===== config.mk =====
export PLATFORM = sky130hd
export DESIGN_NAME = wra_regaddr_stack
export DESIGN_NICKNAME = d
export VERILOG_FILES = /design/src/logic/wra_pkg.sv /design/src/logic/wra_regaddr_stack.sv
export VERILOG_INCLUDE_DIRS = /design/src /design/src/logic
export SDC_FILE = /design/constraint.sdc
export NUM_CORES = 1
export LEC_CHECK = 0
export ABC_AREA = 1
export BUFFER_PORTS_ARGS = -buffer_cell sky130_fd_sc_hd__buf_2
export CAP_MARGIN = 10
export CORE_ASPECT_RATIO = 0.7
export CORE_MARGIN = 5
export CORE_UTILIZATION = 55
export DETAILED_ROUTE_END_ITERATION = 12
export PLACE_DENSITY_LB_ADDON = 0.15
export SLEW_MARGIN = 15
export SYNTH_ARGS = -nofsm -noshare
export SYNTH_HDL_FRONTEND = slang
export SYNTH_SLANG_ARGS = --single-unit

===== constraint.sdc =====
create_clock -name core_clk -period 5.2 [get_ports core_clk]
set_input_delay 0.26 -clock core_clk [delete_from_list [all_inputs] [get_ports core_clk]]
set_output_delay 0.26 -clock core_clk [all_outputs]
set_load 0.01 [all_outputs]

===== src/logic/wra_cfg.svh =====
// offsets, reset values, field positions and codes for the working-register and stack block
`ifndef WRA_CFG_SVH
`define WRA_CFG_SVH

// ------------------------------------------------------------
// system register offsets
// ------------------------------------------------------------
`define WRA_SLICE0_OFS 8'hd6
`define WRA_SLICE1_OFS 8'hd7
`define WRA_SPH_OFS 8'hd8
`define WRA_SPL_OFS 8'hd9

// ------------------------------------------------------------
// reset values and field positions
// ------------------------------------------------------------
`define WRA_SLICE0_RST 8'hc0
`define WRA_SLICE1_RST 8'hc8
`define WRA_SLICE_HI_OFS 8'h08
`define WRA_WORK_NIB 4'hc
`define WRA_SET1_TOP 2'h3
`define WRA_EXT_STACK_BIT 1
`define WRA_PTR_SEL_BIT 3

`endif


===== src/logic/wra_pkg.sv =====
// types of the working-register and stack block
package wra_pkg;

  // ------------------------------------------------------------
  // operand address modes
  // ------------------------------------------------------------
  typedef enum logic [1:0] {
    WRA_MODE_REG8 = 2'b00,
    WRA_MODE_WORK4 = 2'b01,
    WRA_MODE_IND = 2'b10
  } wra_mode_e;

  // ------------------------------------------------------------
  // stack commands
  // ------------------------------------------------------------
  typedef enum logic [3:0] {
    WRA_CMD_NONE = 4'h0,
    WRA_CMD_PUSH = 4'h1,
    WRA_CMD_POP = 4'h2,
    WRA_CMD_CALL = 4'h3,
    WRA_CMD_RET = 4'h4,
    WRA_CMD_INT = 4'h5,
    WRA_CMD_INTERRUPT_RETURN = 4'h6,
    WRA_CMD_UPUSH_INC = 4'h7,
    WRA_CMD_UPUSH_DEC = 4'h8,
    WRA_CMD_UPOP_INC = 4'h9,
    WRA_CMD_UPOP_DEC = 4'ha
  } wra_cmd_e;

  // ------------------------------------------------------------
  // slice pointer load selection
  // ------------------------------------------------------------
  typedef enum logic [1:0] {
    WRA_SRP_BOTH = 2'b00,
    WRA_SRP_ZERO = 2'b01,
    WRA_SRP_ONE = 2'b10
  } wra_srp_e;

  typedef enum logic [0:0] {
    WRA_ST_IDLE = 1'b0,
    WRA_ST_RUN = 1'b1
  } wra_state_e;

  // ------------------------------------------------------------
  // whole state of the block
  // ------------------------------------------------------------
  typedef struct packed {
    wra_state_e st;
    wra_cmd_e cmd;
    logic [1:0] step;
    logic [7:0] p0;
    logic [7:0] p1;
    logic [15:0] sp;
    logic [15:0] pc;
    logic [7:0] flg;
    logic [7:0] dat;
    logic [7:0] upt;
    logic upt_we;
    logic done;
    logic ax_ack;
    logic [7:0] ax_addr;
    logic [7:0] ax_lo;
    logic ax_set2;
    logic ax_work;
  } wra_state_s;

endpackage : wra_pkg


===== src/logic/wra_regaddr_stack.sv =====
// working-register address former, slice pointers and system/user stack sequencer
`timescale 1ns/1ps
`include "wra_cfg.svh"

module wra_regaddr_stack (
  // clock and reset
  input wire logic core_clk,
  input wire logic nrst,
  // system register port
  input wire logic [7:0] reg_addr,
  input wire logic reg_wr,
  input wire logic [7:0] reg_wdata,
  output logic [7:0] reg_rdata,
  output logic reg_hit,
  // slice pointer load
  input wire logic srp_valid,
  input wire wra_pkg::wra_srp_e srp_sel,
  input wire logic [7:0] srp_value,
  // operand address translation
  input wire logic ax_req,
  input wire wra_pkg::wra_mode_e ax_mode,
  input wire logic [7:0] ax_op,
  input wire logic ax_pair,
  output logic ax_ack,
  output logic [7:0] ax_addr,
  output logic [7:0] ax_addr_lo,
  output logic ax_set2,
  output logic ax_work,
  // stack command
  input wire wra_pkg::wra_cmd_e stk_cmd,
  input wire logic [15:0] stk_pc_in,
  input wire logic [7:0] stk_flags_in,
  input wire logic [7:0] stk_data_in,
  input wire logic [7:0] stk_uptr_in,
  input wire logic [7:0] emt_value,
  output logic stk_busy,
  output logic stk_done,
  output logic [15:0] stk_pc_out,
  output logic [7:0] stk_flags_out,
  output logic [7:0] stk_data_out,
  output logic [7:0] stk_uptr_out,
  output logic stk_uptr_we,
  // stack memory
  output logic mem_en,
  output logic mem_we,
  output logic mem_ext,
  output logic [15:0] mem_addr,
  output logic [7:0] mem_wdata,
  input wire logic [7:0] mem_rdata
);

  wra_pkg::wra_state_s s_q;
  wra_pkg::wra_state_s s_d;

  // ------------------------------------------------------------
  // stack area and pointer arithmetic
  // ------------------------------------------------------------
  logic ext_stack;
  logic [15:0] sp_dec;
  logic [15:0] sp_inc;
  logic is_push;
  logic last_step;
  logic user_op;

  assign ext_stack = emt_value[`WRA_EXT_STACK_BIT];

  always_comb begin
    if (ext_stack) begin
      sp_dec = s_q.sp - 16'h0001;
      sp_inc = s_q.sp + 16'h0001;
    end else begin
      // only the low byte moves, so the high byte stays usable as data
      sp_dec = {s_q.sp[15:8], s_q.sp[7:0] - 8'h01};
      sp_inc = {s_q.sp[15:8], s_q.sp[7:0] + 8'h01};
    end
  end

  always_comb begin
    case (s_q.cmd)
      wra_pkg::WRA_CMD_PUSH,
      wra_pkg::WRA_CMD_CALL,
      wra_pkg::WRA_CMD_INT,
      wra_pkg::WRA_CMD_UPUSH_INC,
      wra_pkg::WRA_CMD_UPUSH_DEC: is_push = 1'b1;
      default: is_push = 1'b0;
    endcase
  end

  always_comb begin
    case (s_q.cmd)
      wra_pkg::WRA_CMD_CALL,
      wra_pkg::WRA_CMD_RET: last_step = (s_q.step == 2'd1);
      wra_pkg::WRA_CMD_INT,
      wra_pkg::WRA_CMD_INTERRUPT_RETURN: last_step = (s_q.step == 2'd2);
      default: last_step = 1'b1;
    endcase
  end

  // user stacks live in the register file and never move the system pointer
  assign user_op = (s_q.cmd >= wra_pkg::WRA_CMD_UPUSH_INC);

  // ------------------------------------------------------------
  // stack memory access of the current step
  // ------------------------------------------------------------
  always_comb begin
    mem_en = (s_q.st == wra_pkg::WRA_ST_RUN);
    mem_we = mem_en & is_push;
    mem_ext = ext_stack & ~user_op;
    mem_wdata = s_q.dat;
    mem_addr = is_push ? sp_dec : s_q.sp;
    // internal stack sits in the register file, so the page byte must not reach the address
    if (!ext_stack) begin
      mem_addr[15:8] = 8'h00;
    end
    case (s_q.cmd)
      wra_pkg::WRA_CMD_UPUSH_INC: mem_addr = {8'h00, s_q.upt + 8'h01};
      wra_pkg::WRA_CMD_UPUSH_DEC: mem_addr = {8'h00, s_q.upt - 8'h01};
      wra_pkg::WRA_CMD_UPOP_INC,
      wra_pkg::WRA_CMD_UPOP_DEC: mem_addr = {8'h00, s_q.upt};
      default: mem_addr = mem_addr;
    endcase
    // low counter byte goes first, so the high byte lands nearer the top
    case (s_q.cmd)
      wra_pkg::WRA_CMD_CALL,
      wra_pkg::WRA_CMD_INT: begin
        case (s_q.step)
          2'd0: mem_wdata = s_q.pc[7:0];
          2'd1: mem_wdata = s_q.pc[15:8];
          default: mem_wdata = s_q.flg;
        endcase
      end
      default: mem_wdata = s_q.dat;
    endcase
  end

  // ------------------------------------------------------------
  // working-register address former
  // ------------------------------------------------------------
  function automatic logic [7:0] wra_work(input logic [3:0] sh, input logic [7:0] p0,
                                          input logic [7:0] p1);
    logic [7:0] ptr;
    ptr = sh[`WRA_PTR_SEL_BIT] ? p1 : p0;
    return {ptr[7:3], sh[2:0]};
  endfunction : wra_work

  // ------------------------------------------------------------
  // next state
  // ------------------------------------------------------------
  always_comb begin
    logic [7:0] ea;
    logic work;
    ea = ax_op;
    work = 1'b0;
    s_d = s_q;
    s_d.done = 1'b0;
    s_d.upt_we = 1'b0;
    s_d.ax_ack = 1'b0;

    // operand translation, one cycle
    if (ax_req) begin
      case (ax_mode)
        wra_pkg::WRA_MODE_WORK4: begin
          ea = wra_work(ax_op[3:0], s_q.p0, s_q.p1);
          work = 1'b1;
        end
        wra_pkg::WRA_MODE_REG8: begin
          if (ax_op[7:4] == `WRA_WORK_NIB) begin
            ea = wra_work(ax_op[3:0], s_q.p0, s_q.p1);
            work = 1'b1;
          end else begin
            ea = ax_op;
          end
        end
        wra_pkg::WRA_MODE_IND: begin
          // indirect and indexed addresses are never relocated by the slice pointers
          ea = ax_op;
        end
        default: ea = ax_op;
      endcase
      if (ax_pair) begin
        ea = {ea[7:1], 1'b0};
      end
      s_d.ax_ack = 1'b1;
      s_d.ax_addr = ea;
      s_d.ax_lo = {ea[7:1], 1'b1};
      s_d.ax_work = work;
      // upper area through indirect/indexed access means set 2
      s_d.ax_set2 = (ax_mode == wra_pkg::WRA_MODE_IND) &&
                    (ea[7:6] == `WRA_SET1_TOP);
    end

    // system register writes while no stack command runs
    // a write that meets a running command is dropped, so the sequencer alone moves the pointer
    if (reg_wr && s_q.st == wra_pkg::WRA_ST_IDLE) begin
      case (reg_addr)
        `WRA_SLICE0_OFS: s_d.p0 = reg_wdata;
        `WRA_SLICE1_OFS: s_d.p1 = reg_wdata;
        `WRA_SPH_OFS: s_d.sp[15:8] = reg_wdata;
        `WRA_SPL_OFS: s_d.sp[7:0] = reg_wdata;
        default: s_d.sp = s_d.sp;
      endcase
    end

    // slice pointer load command
    if (srp_valid) begin
      case (srp_sel)
        wra_pkg::WRA_SRP_BOTH: begin
          s_d.p0 = {srp_value[7:4], 4'h0};
          s_d.p1 = {srp_value[7:4], 4'h0} | `WRA_SLICE_HI_OFS;
        end
        wra_pkg::WRA_SRP_ZERO: s_d.p0 = srp_value;
        wra_pkg::WRA_SRP_ONE: s_d.p1 = srp_value;
        default: s_d.p0 = s_d.p0;
      endcase
    end

    // ------------------------------------------------------------
    // stack sequencer, one byte per cycle
    // ------------------------------------------------------------
    case (s_q.st)
      wra_pkg::WRA_ST_IDLE: begin
        if (stk_cmd != wra_pkg::WRA_CMD_NONE) begin
          s_d.st = wra_pkg::WRA_ST_RUN;
          s_d.cmd = stk_cmd;
          s_d.step = 2'd0;
          s_d.pc = stk_pc_in;
          s_d.flg = stk_flags_in;
          s_d.dat = stk_data_in;
          s_d.upt = stk_uptr_in;
        end
      end
      wra_pkg::WRA_ST_RUN: begin
        s_d.step = s_q.step + 2'd1;
        if (!user_op) begin
          s_d.sp = is_push ? sp_dec : sp_inc;
        end
        case (s_q.cmd)
          wra_pkg::WRA_CMD_POP: s_d.dat = mem_rdata;
          wra_pkg::WRA_CMD_RET: begin
            if (s_q.step == 2'd0) begin
              s_d.pc[15:8] = mem_rdata;
            end else begin
              s_d.pc[7:0] = mem_rdata;
            end
          end
          wra_pkg::WRA_CMD_INTERRUPT_RETURN: begin
            case (s_q.step)
              2'd0: s_d.flg = mem_rdata;
              2'd1: s_d.pc[15:8] = mem_rdata;
              default: s_d.pc[7:0] = mem_rdata;
            endcase
          end
          wra_pkg::WRA_CMD_UPUSH_INC: s_d.upt = s_q.upt + 8'h01;
          wra_pkg::WRA_CMD_UPUSH_DEC: s_d.upt = s_q.upt - 8'h01;
          wra_pkg::WRA_CMD_UPOP_INC: begin
            s_d.dat = mem_rdata;
            s_d.upt = s_q.upt + 8'h01;
          end
          wra_pkg::WRA_CMD_UPOP_DEC: begin
            s_d.dat = mem_rdata;
            s_d.upt = s_q.upt - 8'h01;
          end
          default: s_d.dat = s_d.dat;
        endcase
        if (last_step) begin
          s_d.st = wra_pkg::WRA_ST_IDLE;
          s_d.cmd = wra_pkg::WRA_CMD_NONE;
          s_d.done = 1'b1;
          s_d.upt_we = user_op;
        end
      end
      default: s_d.st = wra_pkg::WRA_ST_IDLE;
    endcase

    // synchronous reset wins over everything above; the stack pointer keeps its value
    if (!nrst) begin
      s_d = '0;
      s_d.st = wra_pkg::WRA_ST_IDLE;
      s_d.cmd = wra_pkg::WRA_CMD_NONE;
      s_d.p0 = `WRA_SLICE0_RST;
      s_d.p1 = `WRA_SLICE1_RST;
      s_d.sp = s_q.sp;
    end
  end

  always_ff @(posedge core_clk) begin
    s_q <= s_d;
  end

  // ------------------------------------------------------------
  // outputs
  // ------------------------------------------------------------
  // reads are combinational, so a value written in one cycle is seen in the next
  always_comb begin
    reg_hit = 1'b1;
    case (reg_addr)
      `WRA_SLICE0_OFS: reg_rdata = s_q.p0;
      `WRA_SLICE1_OFS: reg_rdata = s_q.p1;
      `WRA_SPH_OFS: reg_rdata = s_q.sp[15:8];
      `WRA_SPL_OFS: reg_rdata = s_q.sp[7:0];
      default: begin
        reg_rdata = 8'h00;
        reg_hit = 1'b0;
      end
    endcase
  end

  assign ax_ack = s_q.ax_ack;
  assign ax_addr = s_q.ax_addr;
  assign ax_addr_lo = s_q.ax_lo;
  assign ax_set2 = s_q.ax_set2;
  assign ax_work = s_q.ax_work;
  assign stk_busy = (s_q.st == wra_pkg::WRA_ST_RUN);
  assign stk_done = s_q.done;
  assign stk_pc_out = s_q.pc;
  assign stk_flags_out = s_q.flg;
  assign stk_data_out = s_q.dat;
  assign stk_uptr_out = s_q.upt;
  assign stk_uptr_we = s_q.upt_we;

endmodule : wra_regaddr_stack


==> impl_metrics.yaml, run 1 <==
clock_network:
  htreeDepth: 3
  insertion_delay_ns: 0.34
  cts_setup_buffers: 0
  cts_made_buffers: 9
  clk_path_buf_depth: 2
  clkTransAtPathRegs_ns: 0.07
  cts_tree: "built"
  post_cts_resized: 0
  cts.sinks: 93
  cts_hold_buf: 0
  cts-root-buf: "clkbuf_16"
routing:
  vias_per_cell: 5.661
  drtIter0Drc: 617
  drc_errors: 0
  avgRoutedWirePerCell_microns: 16.24
  num_vias: 7501
  ant_nets: 0
  wirelength_microns: 21520
  first_pass_iters: 5
layout:
  area_growth_pct: 11.56
  fin_util_pct: 61.99
  diodes: 0
  fillerInstances: 1175
  num-nets-final: 1268
  drive_gt1_share_pct: 21.58
setup_path:
  path_delay_family: "simple AND/OR/NAND/NOR gates"
  crit_buf_inv: 3
  criticalPathCategory: "reg2out"
  rr_startpoint: "mem_en"
  end_kind: "output pin"
  cpPeakStageDelay_ns: 0.47
  reg2reg_depth: 7
  startpoint: "s_q[98]"
  critPathSlowestCell: "dfxtp_1"
  cp_data_required_time_ns: 4.94
  reg2reg_slack_ns: 2.45
  r2r-end: "stk_flags_out[7]"
  crit_chain: "inv_2, nor3_4, nand2_4, nand2_4, inv_2, or2_0, o21ai_0, nand2_1, nand2_1, buf_2"
  start_kind: "flop"
  crit_arrival_ns: 2.60
  crit_fanout: 24
floorplanning:
  die_w_microns: 143.2
  pin_count: 200
  core.rowCount: 34
  dieArea_sq_um: 14790
  core-area_sq_um: 12290
  die_h_microns: 103.2
  initial_core_util_pct: 55.57
logic_synthesis:
  syn_area_sq_um: 6832
  synthMuxAreaShare_pct: 0
  synth_edf_count: 16
  ys.warnings.count: 0
  synth_xor_area_share_pct: 1.410
  synth_adder_area_share_pct: 1.282
  synth_compound_area_share_pct: 19.05
  async_reset_ff_share_pct: 0
  synth_fp_nets: 1172
  synth_top_cell_by_area: "dfxtp_1"
  yosysMostFrequentCell: "nand2_1"
  postSynthAreaPerCell_sq_um: 6.427
  synth_top_family_by_area: "simple AND/OR/NAND/NOR gates"
  synth_top_area_share_pct: 22.56
  syn-instance-count: 1063
  ys.flop_type: "dfxtp_1"
  yosys-top-cells-area: "dfxtp_1, nand2_1, edfxtp_1"
  yosysSeqAreaShare_pct: 29.60
  ys_top_cells_by_count: "nand2_1, nand3_1, inv_1, nor2_1, dfxtp_1"
  yosys.area_share.simple_pct: 33.37
  ys_types: 45
  synth_seq_cells: 93
status:
  status: "completed"
job:
  cap_violations: 0
power:
  p_total_mw: 2.156
  power.leakage_nw: 3.683
  p_per_area_nw_per_um2: 282.9
  ir_drop_uv: 217.8
hold_path:
  hold_end: "s_q[83]"
  hold_path.class: "in2reg"
  whs_path_depth: 3
  hp-start: "srp_value[6]"
grt:
  busiest_layer: "met1"
  grt_pass1_wl_microns: 34160
  use_met1_pct: 42.82
  grt_use_met2_pct: 42.57
  grt-ovfl-total: 0
  grt_pass1_vias: 6728
  grt_max_degree: 68
  grt_usage_pct: 28.71
  grt_use_met3_pct: 6.664
  antenna_found_initial: 0
timing:
  rsz0062_at_grt: "false"
  finalHoldViolations: 0
  setup_viol: 0
  slew_violations: 0
  max_freq_ghz: 0.3498
  skew_ns: 0.008278
  worst_slew_pin_slew_ns: 1.057
  fin_crit_sh_pct: 54.98
  fin_setup_tns_ns: 0
  relSlewSlack_pct: 29.41
  period_minus_slack_ns: 2.859
placed_design:
  gp_congestion: 0.9448
  hpwlAfterDp_microns: 16050
  io_buffers: 192
-- worst max path at each step --
stage | end | slack [ns] | depth (start not counted)
detailed placement | stk_flags_out[7] | 2.46 | 7
floorplan | mem_addr[14] | 3.18 | 10
finish | mem_addr[1] | 2.34 | 10
CTS | mem_addr[1] | 2.35 | 10
global route | mem_addr[14] | 2.10 | 11
global placement | stk_flags_out[4] | 2.54 | 7
-- report_power, final --
| part | internal, mW | switching (mW) | total, mW |
|---|---|---|---|
| registers | 0.807 | 0.0907 | 0.898 |
| logic | 0.220 | 0.395 | 0.615 |
| clock network | 0.332 | 0.311 | 0.643 |
-- layout make-up --
type | count | area, sq um | share of cell area, %
timing repair buffer | 194 | 975.9 | 12.81
clock buffer | 9 | 225.2 | 2.955
sequential | 93 | 2022 | 26.53
tap | 162 | 202.7 | 2.660
multi-input combinational | 761 | 3765 | 49.40
clock inverter | 6 | 55.05 | 0.7224
inverter | 100 | 375.4 | 4.925
-- cells in the final DEF (no fill, tap or decap), types with 2 or more instances in the layout --
cell type   synthesis  final
o22ai_1            14     14
ha_1                7      7
o21ai_1            11     11
nand2_4             2      2
clkbuf_16           0      9
nor2_1             85     85
nand3_1            94     94
inv_6               0      2
a31oi_1            33     33
a21oi_2             2      2
o21ai_2             6      6
nor4_2              2      2
o21ai_0            68     68
clkinv_1            2      2
inv_2               8      8
nand2_2             4      4
nor3_1             14     14
xor2_1              9      9
o2111ai_1           5      5
a41oi_1             8      8
nor4_1              3      3
nor2_4              2      2
a21oi_1            62     62
inv_1              90     90
o211ai_1           12     12
inv_8               0      2
edfxtp_1           16     16
nand3b_1            2      2
nand2_1           277    277
xnor2_1             2      2
buf_2              14    192
dfxtp_1            77     77
buf_4              62      2
or2_2              10     10
clkinvlp_4          0      2
nand4_1            18     18
-- kinds of logic (layout without fill, tap and decap cells) --
| kind of cell | Yosys count | in the layout |
|---|---|---|
| adder cells (fa/ha/maj) | 7 | 7 |
| AND/OR/NAND/NOR | 519 | 519 |
| XOR/XNOR | 11 | 11 |
| buffers and inverters | 209 | 309 |
| flip-flops | 93 | 93 |
| AO/OA/AOI/OAI | 224 | 224 |
-- routing by layer --
metal | up-vias | part of all wire (%)
li1 | 3695 | -
met5 | - | 0
met1 | 3421 | 46
met3 | 25 | 10
met4 | 0 | 1.3
met2 | 360 | 42
-- tightest hold or removal path, delay by kind of cell --
kind,cells,cell delay [ns]
simple gates,2,0.11
buf+inv,1,0.08
-- through the flow --
stage          setup WS [ns]  hold WS, ns  cells  instance area, sq um
6_report               2.341       0.1413   1325                  7621
5_1_grt                2.099       0.1308   1325                  7621
4_1_cts                2.346       0.1318   1325                  7621
3_3_place_gp           2.543       0.4309   1310                  7341
3_5_place_dp           2.457       0.4357   1310                  7341
2_1_floorplan          3.178       0.3725   1063                  6832
-- registers in the layout, indices dropped and copies added, names as in the netlist --
| name | cells |
|---|---|
| stk_uptr_we | 1 |
| mem_en | 1 |
| ax_ack | 1 |
| stk_uptr_out | 8 |
| stk_done | 1 |
| stk_pc_out | 16 |
| s_q | 38 |
| stk_flags_out | 8 |
| stk_data_out | 8 |
| ax_addr_lo | 1 |
| ax_set2 | 1 |
| ax_addr | 8 |
| ax_work | 1 |
Power figures use the tool's default switching activity.
==> run 2, diff against run 1 <==
--- a/config.mk
+++ b/config.mk
@@ -11,7 +11,7 @@
 export CAP_MARGIN = 10
 export CORE_ASPECT_RATIO = 0.7
 export CORE_MARGIN = 5
-export CORE_UTILIZATION = 55
+export CORE_UTILIZATION = 53
 export DETAILED_ROUTE_END_ITERATION = 12
 export PLACE_DENSITY_LB_ADDON = 0.15
 export SLEW_MARGIN = 15
==> constraint.sdc (replaced) <==
create_clock -name core_clk -period 2.7 [get_ports core_clk]
set_input_delay 0.135 -clock core_clk [delete_from_list [all_inputs] [get_ports core_clk]]
set_output_delay 0.135 -clock core_clk [all_outputs]
set_load 0.01 [all_outputs]
==> impl_metrics.yaml, run 2 (synthesis gave the netlist of run 1 again) <==
status:
  status: "completed"
setup_path:
  criticalPathCategory: "reg2out"
  crit_arrival_ns: 2.36
  crit_fanout: 24
  crit_chain: "inv_2, nor3_4, nand2_4, nand2_4, inv_4, or2_0, o21ai_0, nand2_1, nand2_1, buf_2"
  cpPeakStageDelay_ns: 0.47
  path_delay_family: "simple AND/OR/NAND/NOR gates"
  critPathSlowestCell: "dfxtp_1"
  crit_buf_inv: 3
  end_kind: "output pin"
  cp_data_required_time_ns: 2.57
  start_kind: "flop"
floorplanning:
  pin_count: 200
  initial_core_util_pct: 54.62
  die_w_microns: 145.7
  core-area_sq_um: 12510
  core.rowCount: 34
  dieArea_sq_um: 15300
  die_h_microns: 105.0
placed_design:
  gp_congestion: 0.9577
  hpwlAfterDp_microns: 16110
  dp_slack_ns: 0.4444
  io_buffers: 192
timing:
  setup_slack_ns: 0.2041
  holdWs_ns: 0.01425
  max_freq_ghz: 0.4007
  period_minus_slack_ns: 2.496
  skew_ns: 0.007878
  fin_setup_tns_ns: 0
  slew_violations: 0
  setup_viol: 0
  worst_slew_pin_slew_ns: 0.7197
  rsz0062_at_grt: "false"
  finalHoldViolations: 0
  relSlewSlack_pct: 52.01
  fin_crit_sh_pct: 92.44
layout:
  multiInputGateArea_sq_um: 3772
  drive_gt1_share_pct: 22.64
  max_flop_register: "s_q"
  seq_area_sq_um: 2022
  fin_util_pct: 62.19
  largest_reg_flops: 38
  layout_common_cells: "nand2_1, buf_2, nand3_1"
  fillerInstances: 1233
  layout_commonest_cell: "nand2_1"
  area_growth_pct: 13.86
  num-nets-final: 1279
power:
  p_clk_share_pct: 33.1
  power.leakage_nw: 3.769
  p_seq_share_pct: 39.2
  p_total_mw: 4.382
  p_per_area_nw_per_um2: 563.4
  combPwrFrac_pct: 27.7
  ir_drop_uv: 425.2
  swShare_pct: 35.50
  power.switching_mw: 1.556
  p_int_mw: 2.827
routing:
  num_vias: 7567
  vias_per_cell: 5.655
  wirelength_microns: 21710
  first_pass_iters: 6
  ant_nets: 0
  drc_errors: 0
  avgRoutedWirePerCell_microns: 16.23
  drtIter0Drc: 883
clock_network:
  htreeDepth: 3
  cts-root-buf: "clkbuf_16"
  insertion_delay_ns: 0.35
  cts_made_buffers: 9
  clkTransAtPathRegs_ns: 0.07
  clk_path_buf_depth: 2
  cts_hold_buf: 0
  cts.sinks: 93
  cts_tree: "built"
grt:
  grt_max_degree: 68
  antenna_found_initial: 0
  grt_pass1_wl_microns: 34610
  grt_usage_pct: 26.85
  grt-ovfl-total: 0
  grt_pass1_vias: 6789
job:
  cap_violations: 0
hold_path:
  hold_path.class: "in2reg"
## run 2: changes by cell type in the layout (fill, tap and decap cells not counted), moves of 2 or more
cell       delta
buf_4        +11
bufinv_16     +2
clkinv_8      +2
inv_8         -2
## run 2: worst register-to-register path, delay by kind of cell, from the launching register on
| kind | cells | cell delay [ns] |
|---|---|---|
| buf+inv | 4 | 0.64 |
| flops | 1 | 0.54 |
| simple gates | 4 | 0.55 |
| compound gates | 1 | 0.19 |
## run 2: metrics by stage
step,cell area [sq um],std cells
after global placement,7408,1319
final,7779,1338
after floorplan,6832,1063
after global routing,7776,1337
after CTS,7751,1335
after detailed placement,7408,1319
## run 2: final cells by class
class                      instances  area share, %
timing repair buffer             205          13.61
inverter                         100          4.858
multi-input combinational        761          48.50
antenna                            1        0.03217
clock buffer                       9          2.895
clock inverter                     7          1.512
sequential                        93          25.99
tap                              162          2.606
## run 2: routing by layer
layer  up-vias  part of all wire [%]  track usage (%)
met2       409                    42            40.24
met4         0                   1.5            5.526
li1       3721                     -                -
met1      3401                    45            39.56
met5         -                     0                0
met3        36                    11            6.015
## run 2: repair_timing
item | 4_1_cts | 5_1_grt
buffers inserted | 0 | 2
gates resized for setup | 0 | 5
endpoints found under the setup margin | 0 | 7
## run 2: worst paths after layout
check                     start             to  slack, ns  depth (start not counted)
hold / removal     srp_value[6]        s_q[83]       0.01                          3
setup reg to reg        s_q[95]        s_q[70]       0.51                          9
setup / recovery        s_q[98]    mem_addr[1]       0.20                         10
hold reg to reg   ax_addr_lo[0]  ax_addr_lo[0]       0.45                          2
## run 2: power groups by stage
| stage | Sequential, mW | Clock [mW] | Combinational [mW] |
|---|---|---|---|
| 5_1_grt | 1.73 | 1.52 | 1.36 |
| 3_5_place_dp | 1.74 | 0 | 1.19 |
| 4_1_cts | 1.71 | 1.46 | 1.20 |
| 3_3_place_gp | 1.74 | 0 | 1.18 |
| 2_1_floorplan | 1.66 | 0 | 0.941 |
| 6_report | 1.72 | 1.45 | 1.21 |
